[src/rtl/eeprom_prot_pkg.sv]
// Package for the protected EEPROM controller: register map, field
// positions, protection encodings and timing constants.
// Assumes a 25 MHz register clock and a 32-bit AXI4-Lite register bus.
package eeprom_prot_pkg;

    // ==========================================================
    // Register byte offsets
    localparam logic [7:0] OFF_ADDR       = 8'h00; // Byte offset of access
    localparam logic [7:0] OFF_DATA       = 8'h04; // Data word read or write
    localparam logic [7:0] OFF_STATUS     = 8'h08; // Engine status bits
    localparam logic [7:0] OFF_BLKSEL     = 8'h0c; // Block selector
    localparam logic [7:0] OFF_PROT       = 8'h10; // Protection of selected block
    localparam logic [7:0] OFF_PASS       = 8'h14; // Password set
    localparam logic [7:0] OFF_UNLOCK     = 8'h18; // Unlock attempt
    localparam logic [7:0] OFF_LOCK       = 8'h1c; // Lock command
    localparam logic [7:0] OFF_HIDE       = 8'h20; // Hide command
    localparam logic [7:0] OFF_SIZE       = 8'h24; // Storage size in bytes
    localparam logic [7:0] OFF_BLKCNT     = 8'h28; // Number of blocks
    localparam logic [7:0] OFF_INIT       = 8'h2c; // Initialisation outcome
    localparam logic [7:0] OFF_INT_EN     = 8'h30; // Interrupt enable
    localparam logic [7:0] OFF_INT_RAW    = 8'h34; // Raw flag, write 1 clears
    localparam logic [7:0] OFF_INT_MASKED = 8'h38; // Masked flag
    localparam logic [7:0] OFF_MODE       = 8'h3c; // Bit 0: privileged access
    localparam logic [7:0] OFF_BLKOF      = 8'h40; // Block index of ADDR

    // ==========================================================
    // Status bit positions
    localparam int ST_LOW_VOLT  = 0;
    localparam int ST_DENIED    = 1;
    localparam int ST_COPYING   = 2;
    localparam int ST_ERASING   = 3;
    localparam int ST_ACTIVE    = 4;
    localparam int ST_RDWR_BUSY = 5;

    // ==========================================================
    // Protection field: bits 1:0 level, bit 3 privileged-only
    localparam logic [1:0] PROT_READWRITE_LOCKED_READONLY = 2'h0;
    localparam logic [1:0] PROT_ACCESS_ONLY_WHEN_UNLOCKED = 2'h1;
    localparam logic [1:0] PROT_READONLY_LOCKED_NONE      = 2'h2;
    localparam int         PROT_PRIV_BIT                  = 3;

    // Initialisation outcome codes
    localparam logic [1:0] INIT_CLEAN = 2'h0;
    localparam logic [1:0] INIT_RETRY = 2'h1;
    localparam logic [1:0] INIT_FAIL  = 2'h2;

    // ==========================================================
    // Timing: write phases in ns, converted to cycles of 40 ns
    localparam int CLK_PERIOD_NS = 40;
    localparam int COPY_TIME_NS  = 400;
    localparam int ERASE_TIME_NS = 400;
    localparam int PROG_TIME_NS  = 800;
    localparam int COPY_CYC  = (COPY_TIME_NS + CLK_PERIOD_NS - 1) / CLK_PERIOD_NS;
    localparam int ERASE_CYC = (ERASE_TIME_NS + CLK_PERIOD_NS - 1) / CLK_PERIOD_NS;
    localparam int PROG_CYC  = (PROG_TIME_NS + CLK_PERIOD_NS - 1) / CLK_PERIOD_NS;

    // AXI responses
    localparam logic [1:0] RESP_OKAY   = 2'h0;
    localparam logic [1:0] RESP_SLVERR = 2'h2;

    // Write engine states
    typedef enum logic [1:0] {
        ENG_IDLE,
        ENG_COPY,
        ENG_ERASE,
        ENG_PROG
    } eng_state_t;

endpackage

[src/rtl/eeprom_prot_ctrl.sv]
// Protected word storage controller with per-block protection, write
// engine status and a program interrupt, reached over AXI4-Lite.
// Assumes one 25 MHz clock, synchronous active-low reset, synchronous
// inputs and a master keeping one read and one write in flight.
`timescale 1ns/1ps
`default_nettype none

module eeprom_prot_ctrl
    import eeprom_prot_pkg::*;
#(
    parameter int WORDS  = 64,   // Storage words
    parameter int BLOCKS = 4     // Blocks of equal size
) (
    // Clock and reset
    input  wire logic        aclk,
    input  wire logic        aresetn,
    // Write address channel
    input  wire logic [7:0]  s_axi_awaddr,
    input  wire logic        s_axi_awvalid,
    output var  logic        s_axi_awready,
    // Write data channel
    input  wire logic [31:0] s_axi_wdata,
    input  wire logic [3:0]  s_axi_wstrb,
    input  wire logic        s_axi_wvalid,
    output var  logic        s_axi_wready,
    // Write response channel
    output var  logic [1:0]  s_axi_bresp,
    output var  logic        s_axi_bvalid,
    input  wire logic        s_axi_bready,
    // Read address channel
    input  wire logic [7:0]  s_axi_araddr,
    input  wire logic        s_axi_arvalid,
    output var  logic        s_axi_arready,
    // Read data channel
    output var  logic [31:0] s_axi_rdata,
    output var  logic [1:0]  s_axi_rresp,
    output var  logic        s_axi_rvalid,
    input  wire logic        s_axi_rready,
    // Supply and power-fail recovery indications
    input  wire logic        supply_low,
    input  wire logic        prior_write_torn,
    input  wire logic        torn_unrecoverable,
    // Interrupt
    output var  logic        prog_irq
);
    import eeprom_prot_pkg::*;

    // ==========================================================
    // Geometry
    localparam int BW = $clog2(BLOCKS);
    localparam int AW = $clog2(WORDS);
    localparam int WPB = WORDS / BLOCKS;
    localparam logic [31:0] SIZE_BYTES = 32'(WORDS * 4);

    // Byte offset to block index, shared by access and read-back
    function automatic logic [BW-1:0] block_of(input logic [31:0] off);
        block_of = BW'((off >> 2) / WPB);
    endfunction

    // ==========================================================
    // State
    logic [31:0]      mem [WORDS];        // Storage cells
    logic [31:0]      addr_q;             // Byte offset register
    logic [BW-1:0]    blksel_q;           // Selected block
    logic [3:0]       prot_q   [BLOCKS];  // Protection per block
    logic [31:0]      pass_q   [BLOCKS];  // Password per block
    logic [BLOCKS-1:0] has_pw_q;          // Password committed
    logic [BLOCKS-1:0] locked_q;          // Lock state
    logic [BLOCKS-1:0] hidden_q;          // Hidden until reset
    logic             priv_q;             // Privileged mode of accessor
    logic [5:0]       status_q;           // Engine status bits
    logic [1:0]       init_q;             // Init outcome
    logic             init_done_q;        // Strap captured after reset
    logic             int_en_q;           // Interrupt enable
    logic             int_raw_q;          // Sticky done flag
    eng_state_t       eng_q;              // Write engine
    logic [7:0]       cnt_q;              // Phase counter
    logic [AW-1:0]    pend_idx_q;         // Pending word index
    logic [31:0]      pend_data_q;        // Pending word data

    // ==========================================================
    // Access permission for a byte offset
    function automatic logic [1:0] perm(input logic [31:0] off);
        logic [BW-1:0] b;
        logic [3:0]    p;
        logic          lk;
        logic          rd;
        logic          wr;
        b  = block_of(off);
        p  = (b == '0) ? prot_q[0] : (prot_q[0] | prot_q[b]);
        lk = has_pw_q[b] && locked_q[b];
        // Every arm sets both bits; level 0 and the unused code 3 take the default arm
        case (p[1:0])
            PROT_ACCESS_ONLY_WHEN_UNLOCKED: {wr, rd} = {2{has_pw_q[b] && !locked_q[b]}};
            PROT_READONLY_LOCKED_NONE:      {wr, rd} = {1'b0, !lk};
            default:                        {wr, rd} = {!lk, 1'b1};
        endcase
        // Supervisor, block zero lock, hiding and range override the level
        if ((p[PROT_PRIV_BIT] && !priv_q) ||
            (b != '0 && ((has_pw_q[0] && locked_q[0]) || hidden_q[b])) ||
            ((off >> 2) >= WORDS)) begin
            {wr, rd} = 2'b00;
        end
        perm = {wr, rd};
    endfunction

    // Control registers of a block other than zero hidden by block zero lock or by its own hide flag
    function automatic logic ctl_ok(input logic [BW-1:0] b);
        ctl_ok = (b == '0) || !((has_pw_q[0] && locked_q[0]) || hidden_q[b]);
    endfunction

    // ==========================================================
    // AXI write handshake: capture address and data in either order
    logic [7:0]  aw_q;
    logic        aw_have_q;
    logic [31:0] w_q;
    logic        w_have_q;
    logic        wr_go;
    assign wr_go = aw_have_q && w_have_q && !s_axi_bvalid;

    always_ff @(posedge aclk) begin
        if (!aresetn) begin
            aw_have_q     <= 1'b0;
            w_have_q      <= 1'b0;
            aw_q          <= '0;
            w_q           <= '0;
            s_axi_awready <= 1'b0;
            s_axi_wready  <= 1'b0;
        end else begin
            // Accept one beat of each, hold until the write executes
            s_axi_awready <= !aw_have_q && !s_axi_awready;
            s_axi_wready  <= !w_have_q && !s_axi_wready;
            if (s_axi_awvalid && s_axi_awready) begin
                aw_have_q     <= 1'b1;
                aw_q          <= s_axi_awaddr;
                s_axi_awready <= 1'b0;
            end
            if (s_axi_wvalid && s_axi_wready) begin
                w_have_q     <= 1'b1;
                w_q          <= s_axi_wdata;
                s_axi_wready <= 1'b0;
            end
            if (wr_go) begin
                aw_have_q <= 1'b0;
                w_have_q  <= 1'b0;
            end
        end
    end

    // Write response
    always_ff @(posedge aclk) begin
        if (!aresetn) begin
            s_axi_bvalid <= 1'b0;
            s_axi_bresp  <= RESP_OKAY;
        end else if (wr_go) begin
            s_axi_bvalid <= 1'b1;
            s_axi_bresp  <= (aw_q[1:0] == 2'h0 && aw_q <= OFF_BLKOF) ? RESP_OKAY : RESP_SLVERR;
        end else if (s_axi_bready) begin
            s_axi_bvalid <= 1'b0;
        end
    end

    // ==========================================================
    // Register writes and protection state
    logic [BW-1:0] wb;
    assign wb = blksel_q;

    always_ff @(posedge aclk) begin
        if (!aresetn) begin
            addr_q   <= '0;
            blksel_q <= '0;
            priv_q   <= 1'b0;
            int_en_q <= 1'b0;
            has_pw_q <= '0;
            locked_q <= '0;
            hidden_q <= '0;
            for (int i = 0; i < BLOCKS; i++) begin
                prot_q[i] <= '0;
                pass_q[i] <= '0;
            end
        end else if (wr_go) begin
            case (aw_q)
                OFF_ADDR:   addr_q   <= w_q;
                OFF_BLKSEL: blksel_q <= BW'(w_q);
                OFF_MODE:   priv_q   <= w_q[0];
                OFF_INT_EN: int_en_q <= w_q[0];
                OFF_PROT: if (ctl_ok(wb)) begin
                    prot_q[wb] <= w_q[3:0];
                end
                OFF_PASS: if (ctl_ok(wb) && !has_pw_q[wb]) begin
                    pass_q[wb]   <= w_q;
                    has_pw_q[wb] <= 1'b1;
                    locked_q[wb] <= 1'b0;
                end
                OFF_UNLOCK: if (ctl_ok(wb) && has_pw_q[wb] && w_q == pass_q[wb]) begin
                    locked_q[wb] <= 1'b0;
                end
                OFF_LOCK: if (has_pw_q[wb]) begin
                    locked_q[wb] <= 1'b1;
                end
                OFF_HIDE: if (wb != '0) begin
                    hidden_q[wb] <= 1'b1;
                end
                default: ;
            endcase
        end
    end

    // ==========================================================
    // Write engine: copy, erase, program phases
    logic [1:0] wperm;
    // Procedural so that protection changes re-evaluate it, not only the offset
    always_comb wperm = perm(addr_q);
    logic data_wr;
    assign data_wr = wr_go && aw_q == OFF_DATA;

    always_ff @(posedge aclk) begin
        if (!aresetn) begin
            eng_q       <= ENG_IDLE;
            cnt_q       <= '0;
            pend_idx_q  <= '0;
            pend_data_q <= '0;
        end else begin
            case (eng_q)
                ENG_IDLE: if (data_wr && wperm[1] && !supply_low) begin
                    // Ignoring writes while busy relies on software pacing
                    eng_q       <= ENG_COPY;
                    cnt_q       <= 8'(COPY_CYC - 1);
                    pend_idx_q  <= AW'(addr_q >> 2);
                    pend_data_q <= w_q;
                end
                ENG_COPY: if (cnt_q == '0) begin
                    eng_q <= ENG_ERASE;
                    cnt_q <= 8'(ERASE_CYC - 1);
                end else begin
                    cnt_q <= cnt_q - 8'h01;
                end
                ENG_ERASE: if (cnt_q == '0) begin
                    eng_q <= ENG_PROG;
                    cnt_q <= 8'(PROG_CYC - 1);
                end else begin
                    cnt_q <= cnt_q - 8'h01;
                end
                ENG_PROG: if (cnt_q == '0) begin
                    eng_q <= ENG_IDLE;
                end else begin
                    cnt_q <= cnt_q - 8'h01;
                end
                default: eng_q <= ENG_IDLE;
            endcase
        end
    end

    // Storage cells update when programming completes
    always_ff @(posedge aclk) begin
        if (eng_q == ENG_PROG && cnt_q == '0 && !supply_low) begin
            mem[pend_idx_q] <= pend_data_q;
        end
    end

    // ==========================================================
    // Status bits: errors sticky until the next data or password write
    logic rd_go;
    logic prog_done;
    assign prog_done = eng_q == ENG_PROG && cnt_q == '0;

    always_ff @(posedge aclk) begin
        if (!aresetn) begin
            status_q <= '0;
        end else begin
            status_q[ST_COPYING] <= eng_q == ENG_COPY;
            status_q[ST_ERASING] <= eng_q == ENG_ERASE;
            status_q[ST_ACTIVE]  <= eng_q != ENG_IDLE;
            if (data_wr || (wr_go && aw_q == OFF_PASS)) begin
                status_q[ST_DENIED]   <= 1'b0;
                status_q[ST_LOW_VOLT] <= 1'b0;
                status_q[ST_RDWR_BUSY] <= 1'b0;
            end
            if ((data_wr && !wperm[1]) ||
                (wr_go && aw_q == OFF_PASS && (has_pw_q[wb] || !ctl_ok(wb)))) begin
                status_q[ST_DENIED] <= 1'b1;
            end
            if ((data_wr && wperm[1] && eng_q == ENG_IDLE && supply_low) ||
                (prog_done && supply_low)) begin
                status_q[ST_LOW_VOLT] <= 1'b1;
            end
            if (rd_go && s_axi_araddr == OFF_DATA && eng_q != ENG_IDLE) begin
                status_q[ST_RDWR_BUSY] <= 1'b1;
            end
        end
    end

    // ==========================================================
    // Init outcome captured after reset release
    always_ff @(posedge aclk) begin
        if (!aresetn) begin
            init_q      <= INIT_CLEAN;
            init_done_q <= 1'b0;
        end else if (!init_done_q) begin
            init_done_q <= 1'b1;
            if (prior_write_torn) begin
                init_q <= torn_unrecoverable ? INIT_FAIL : INIT_RETRY;
            end else begin
                init_q <= INIT_CLEAN;
            end
        end
    end

    // ==========================================================
    // Program interrupt: set on completion, set wins over clear
    always_ff @(posedge aclk) begin
        if (!aresetn) begin
            int_raw_q <= 1'b0;
            prog_irq  <= 1'b0;
        end else begin
            int_raw_q <= prog_done ||
                         (int_raw_q && !(wr_go && aw_q == OFF_INT_RAW && w_q[0]));
            prog_irq <= int_raw_q && int_en_q;
        end
    end

    // ==========================================================
    // Read channel: one-cycle decode
    assign rd_go = s_axi_arvalid && s_axi_arready;

    always_ff @(posedge aclk) begin
        if (!aresetn) begin
            s_axi_arready <= 1'b0;
            s_axi_rvalid  <= 1'b0;
            s_axi_rdata   <= '0;
            s_axi_rresp   <= RESP_OKAY;
        end else begin
            s_axi_arready <= !s_axi_rvalid && !s_axi_arready;
            if (rd_go) begin
                s_axi_arready <= 1'b0;
                s_axi_rvalid  <= 1'b1;
                s_axi_rresp   <= RESP_OKAY;
                s_axi_rdata   <= '0;
                case (s_axi_araddr)
                    OFF_ADDR:   s_axi_rdata <= addr_q;
                    OFF_DATA: if (wperm[0] && eng_q == ENG_IDLE) begin
                        s_axi_rdata <= mem[AW'(addr_q >> 2)];
                    end else begin
                        s_axi_rresp <= RESP_SLVERR;
                    end
                    OFF_STATUS: s_axi_rdata <= 32'(status_q);
                    OFF_BLKSEL: s_axi_rdata <= 32'(blksel_q);
                    OFF_PROT:   s_axi_rdata <= ctl_ok(wb) ? 32'(prot_q[wb]) : '0;
                    OFF_LOCK:   s_axi_rdata <= 32'(!(has_pw_q[wb] && locked_q[wb]));
                    OFF_SIZE:   s_axi_rdata <= SIZE_BYTES;
                    OFF_BLKCNT: s_axi_rdata <= 32'(BLOCKS);
                    OFF_INIT:   s_axi_rdata <= 32'(init_q);
                    OFF_INT_EN: s_axi_rdata <= 32'(int_en_q);
                    OFF_INT_RAW: s_axi_rdata <= 32'(int_raw_q);
                    OFF_INT_MASKED: s_axi_rdata <= 32'(int_raw_q && int_en_q);
                    OFF_MODE:   s_axi_rdata <= 32'(priv_q);
                    OFF_BLKOF:  s_axi_rdata <= 32'(block_of(addr_q));
                    OFF_PASS, OFF_UNLOCK, OFF_HIDE: s_axi_rdata <= '0;
                    default:    s_axi_rresp <= RESP_SLVERR;
                endcase
            end else if (s_axi_rready) begin
                s_axi_rvalid <= 1'b0;
            end
        end
    end

endmodule

`default_nettype wire

[config.mk]
export PLATFORM = sky130hd
export DESIGN_NAME = eeprom_prot_ctrl
export DESIGN_NICKNAME = d
export VERILOG_FILES = /design/src/rtl/eeprom_prot_pkg.sv /design/src/rtl/eeprom_prot_ctrl.sv
export SDC_FILE = /design/constraint.sdc
export NUM_CORES = 2
export LEC_CHECK = 0
export BUFFER_PORTS_ARGS = -buffer_cell sky130_fd_sc_hd__buf_4
export CELL_PAD_IN_SITES_DETAIL_PLACEMENT = 1
export CELL_PAD_IN_SITES_GLOBAL_PLACEMENT = 1
export CORE_MARGIN = 1.5
export CORE_UTILIZATION = 40
export CTS_CLUSTER_SIZE = 10
export DETAILED_ROUTE_END_ITERATION = 16
export PLACE_DENSITY_LB_ADDON = 0.1
export SLEW_MARGIN = 30
export SYNTH_ARGS = -nofsm -noshare
export SYNTH_HDL_FRONTEND = slang
export SYNTH_SLANG_ARGS = --single-unit
[constraint.sdc]
create_clock -name aclk -period 9.3 [get_ports aclk]
set_input_delay 0.465 -clock aclk [delete_from_list [all_inputs] [get_ports aclk]]
set_output_delay 0.465 -clock aclk [all_outputs]
set_load 0.01 [all_outputs]
# Word level (Yosys, flattened, before mapping)
# Memory sizes are Yosys's and may differ from the RTL's. A register that Yosys moved wholly into a read port is not among the register bits.
# Cells that the tools add are included.
# word_totals
input_bits,62
register_bits,190
ram_bits,2192
wordCells,262
n_memories,3
latchBits,0
romBits,0
# op_classes
n_shift,0
n_bitwise,7
n_div,0
add_sub_neg,1
reduce_logical,97
mul,0
n_lt_le_gt_ge,5
mux,78
n_eq_ne,40
# mem_list
name,depth,width,read_ports,rd_clocked_by_memory_dff,wr,line_no,source
mem,64,32,1,1,1,eeprom_prot_ctrl.sv:62,logic [31:0] mem [WORDS];
pass_q,4,32,1,1,4,eeprom_prot_ctrl.sv:66,logic [31:0] pass_q [BLOCKS];
prot_q,4,4,3,2,4,eeprom_prot_ctrl.sv:65,logic [3:0] prot_q [BLOCKS];
# ops
operator,n
one-hot mux 32 bit (14 select lines),1
"equality test 8 x 6 -> 1 bit, second input constant",12
"equality test 8 x 5 -> 1 bit, second input constant",8
2-to-1 mux 32 bit,2
logical AND 1 bit,37
2-to-1 mux 2 bit,17
2-to-1 mux 1 bit,33
equality test 32 bit,1
2-to-1 mux 8 bit,4
one-hot mux 8 bit (4 select lines),1
OR reduction 32 bit,1
"greater-or-equal comparator 30 x 7 -> 1 bit, second input constant",1
"equality test 8 x 4 -> 1 bit, second input constant",3
logical NOT 8 bit,3
2-to-1 mux 4 bit,6
logical NOT 1 bit,17
"equality test 8 x 3 -> 1 bit, second input constant",2
"!= test 2 bit, second input constant",8
OR 4 bit,4
nonzero test 2 bit,8
OR reduction 16 bit,1
binary-select mux 1 bit (select 2 bit),6
2-to-1 mux 6 bit,2
one-hot mux 4 bit (3 select lines),1
other kinds (23),49

# Logic depth before layout (Yosys ltp)
# logic_depth
depth_word,13
mapped_depth,16
ltp_nobuf,11

# Worst setup path before layout
# OpenSTA, ideal clock, no wires.
# synth_path
path_kind,flip-flop to flip-flop
start,register blksel_q[0]
end,memory pass_q[2][0] (enable)
slack_ps,4961
period_less_slack_ps,4339
arrival_time_ps,3874
stages_incl_launch_ff,6
setup_time_ps,466
required_ps,8834
path_buffers,1
cell_sequence,dfxtp_1 -> clkbuf_1 -> mux4_2 -> nor2_1 -> nand3_1 -> o21ai_0
# synth_rtl
item,line_no,source
"start, declared",eeprom_prot_ctrl.sv:64,logic [BW-1:0] blksel_q;
"start signal, assigned",eeprom_prot_ctrl.sv:184,OFF_BLKSEL: blksel_q <= BW'(w_q);
"end, declared",eeprom_prot_ctrl.sv:66,

# Worst setup path in the final report
# layout_path
start,register cnt_q[0]
end,memory mem[55][24] (enable)
# layout_between
elab_chain_cells,5
# layout_lines
item,line_no,source
"start, declared",eeprom_prot_ctrl.sv:77,logic [7:0] cnt_q;
"start signal, assigned",eeprom_prot_ctrl.sv:228,cnt_q <= 8'(COPY_CYC - 1);
"start signal, assigned",eeprom_prot_ctrl.sv:234,cnt_q <= 8'(ERASE_CYC - 1);
"start signal, assigned",eeprom_prot_ctrl.sv:236,cnt_q <= cnt_q - 8'h01;
logical NOT 8 bit,eeprom_prot_ctrl.sv:256,if (eng_q == ENG_PROG && cnt_q == '0 && !supply_low) begin
logical AND 1 bit (2 in series),eeprom_prot_ctrl.sv:256,
2-to-1 mux 1 bit,eeprom_prot_ctrl.sv:256,
2-to-1 mux 1 bit (implied by the code),eeprom_prot_ctrl.sv:257,mem[pend_idx_q] <= pend_data_q;
"end, declared",eeprom_prot_ctrl.sv:62,
# No other way between the ends.

==> results.ini <==
[routing]
vias = 45690
drt.antenna.violating_nets = 0
finalWirelength_mm = 264.5
dr.first_iter.drc_count = 4617
vias_per_cell = 5.795
drc_errors = 0
first_pass_iters = 5
wl_per_cell_microns = 33.54

[grt]
grtUsageTotal = 0.2264
grt_max_degree = 102
antenna_found_initial = 20
grt-ovfl-total = 0
grt_pass1_wl_mm = 372.6
first_global_vias = 47810

[yosys]
yosysSeqAreaShare = 0.7543
ys_ff_latch = 2387
yosysTopAreaCell = edfxtp_1
netlist.area_leader.share = 0.7121
syn_inst = 4406
syn_area_per_cell_sq_um = 20.98
yosys-top-cells-area = edfxtp_1, mux4_2, dfxtp_1
synth_edf_count = 2192
ys_warn_count = 0
synth_top_flop_cell = edfxtp_1
synthArstFlopShare = 0
netlist_area_sq_mm = 0.09244
synth_cell_types = 73

[power_and_ir_drop]
internal_power_mw = 17.52
p_leak_nw = 26.43
seqPwrFrac = 0.533
power_switching_share = 0.1963
peakVddDrop_mv = 0.1626
power_switching_mw = 4.279
clkPwrFrac = 0.459
powerDensity_mw_per_mm2 = 205.0
comb_power_share = 0.008

[sta]
setup_viol = 0
tns_ns = 0
timing.final.crit_share = 0.5165
fin_crit_ns = 4.803
hold_violations = 0
rsz0062_at_grt = no
drv_slew = 0
fin_skew_ns = 0.04829
max_clock_freq_mhz = 208.2
relSlewSlack = 0.3016
tightestPinTransition_ns = 1.048

[worst_hold_path]
worstHoldStart = s_axi_wvalid
holdPathStages = 4
hold_path_class = in -> reg
hold_end = w_q[25]

[final_layout]
n_fill_cell = 20760
num-nets-final = 4813
final_common_cell = edfxtp_1
finish.utilization = 0.4626
area_growth_pct = 15.06
layout_common_cells = edfxtp_1, mux4_2, clkbuf_16
multi_input_area_sq_mm = 0.02218
ff_latch_area_sq_mm = 0.06983
layout-drive-gt1-share = 0.2874

[floorplanning]
initial_utilization = 0.4021
coreArea_sq_mm = 0.2299
die_area_sq_mm = 0.2340
num_rows = 176
pin_count = 104
die_width_microns = 483.7
chipHeight_microns = 483.7

[clock_network]
cts-hold-fix-buffers = 61
postCtsSetupRepairBufs = 0
clock-sinks = 2387
cts_buffers = 294
insertion_delay_ns = 0.93
cts-root-buf = clkbuf_16
cts_resized = 0
ctsHtreeMaxLevel = 5
cts_tree = yes
clk_path_buf_depth = 4
cts.clk_slew.worst_paths_ns = 0.06

[worst_setup_path]
slowest_stage = nand3_1
r2r-start = cnt_q[0]
cp_top_family = simple AND/OR/NAND/NOR gates
reg2reg_setup_slack_ns = 4.50
crit_chain = inv_1 -> ha_1 -> nand3b_1 -> nor4_1 -> nand2_1 -> nor3b_1 -> nand3_1 -> nor2_4 -> buf_4
r2r_cells = 9
r2r-end = mem[55][24]
critical_path_class = reg -> reg
arrival_ns = 5.31
cp_slowest_stage_delay_ns = 0.78
path_buf_inv = 2
cp_data_required_time_ns = 9.81
critPathLaunchType = register
cp_max_fo = 29
end_kind = register

[placed_design]
place_congestion = 0.7733
portBuffers = 97
hpwl_mm = 140.2

[run]
drv_cap = 0

[run_status]
outcome = completed

[worst reg2reg max path: stages (launching register included)]
cell and delay (ns):
dfxtp_1 0.34, inv_1 0.07, ha_1 0.21, nand3b_1 0.20, nor4_1 0.67, nand2_1 0.39, nor3b_1 0.56, nand3_1 0.78
nor2_4 0.46, buf_4 0.63
[flip-flops by register name, indices dropped and copies added (netlist names), 2 cells and up, named ones only]
register     count
prot_q          16
status_q         6
cnt_q            8
mem           2048
aw_q             8
init_q           2
s_axi_rdata     32
pend_idx_q       6
eng_q            2
pend_data_q     32
hidden_q         3
pass_q         128
addr_q          32
has_pw_q         4
w_q             32
blksel_q         2
[how the worst max path moves through the flow]
stage	from	end	slack [ns]	cells past startpoint
after floorplan	blksel_q[0]	pass_q[2][0]	4.96	5
after global placement	register	s_axi_rdata[30]	4.47	8
after detailed placement	register	s_axi_rdata[30]	4.47	8
final	cnt_q[0]	mem[55][24]	4.50	9
after CTS	cnt_q[0]	mem[55][24]	4.44	9
after global routing	cnt_q[1]	mem[55][18]	4.16	9
[logic make-up after synthesis]
family                     count (synthesis)  synth area share
AOI/OAI and AO/OA                        281           0.01831
xor gates and xnor gates                  32          0.003032
adders and majority gates                  8          0.001083
buffers and inverters                    266           0.01233
DFF                                     2387            0.7543
muxes                                    784            0.1774
other                                      1        0.00004057
and+or+nand+nor                          647           0.03346
[synth_stat cells (14+ instances only)]
library cell  count
edfxtp_1       2192
mux4_2          679
dfxtp_1         195
nand2_1         192
nor2_1          190
clkbuf_1        151
a21oi_1         133
and2_1          129
mux2i_1          72
buf_2            65
o21ai_0          60
a22oi_1          34
xnor2_1          32
mux2_2           31
buf_1            25
nand3_1          25
nor3_1           25
inv_1            17
nor4_1           14
[layer usage]
| layer | vias to the layer above | track usage | part of all wire |
|---|---|---|---|
| li1 | 18790 | - | - |
| met1 | 25150 | 0.3204 | 0.44 |
| met2 | 1366 | 0.3600 | 0.48 |
| met3 | 388 | 0.04139 | 0.058 |
| met4 | 2 | 0.06453 | 0.027 |
| met5 | - | 0 | 0.000049 |
[power groups by stage]
| stage | registers [mW] | logic (mW) | clock network, mW |
|---|---|---|---|
| after floorplan | 11.8 | 0.0867 | 0 |
| after global placement | 11.8 | 0.146 | 0 |
| after detailed placement | 11.8 | 0.150 | 0 |
| after CTS | 11.6 | 0.170 | 10.2 |
| after global routing | 11.6 | 0.183 | 10.6 |
| final | 11.6 | 0.168 | 10.0 |
[final cells by class]
| class | instances | share of cell area |
|---|---|---|
| clock inverters | 12 | 0.001047 |
| inverters | 17 | 0.0006235 |
| diodes | 4 | 0.00009411 |
| clock buffers | 395 | 0.07431 |
| repair buffers | 289 | 0.02327 |
| flip-flops and latches | 2387 | 0.6565 |
| multi-input cells | 1754 | 0.2085 |
| well taps | 3026 | 0.03560 |
[metrics by stage]
step	instance area [sq um]	hold slack, ns	worst slack [ns]	total power [mW]	std cells
floorplan	92440	0.4353	4.961	11.91	4407
CTS	106300	0.01605	4.442	22.03	7879
global route	106400	0.09840	4.156	22.40	7881
detailed placement	97690	0.4591	4.474	11.99	7411
finish	106400	0.1024	4.497	21.80	7884
global placement	97610	0.4449	4.470	11.99	7410
No activity file was read; power rests on OpenSTA's default activity.
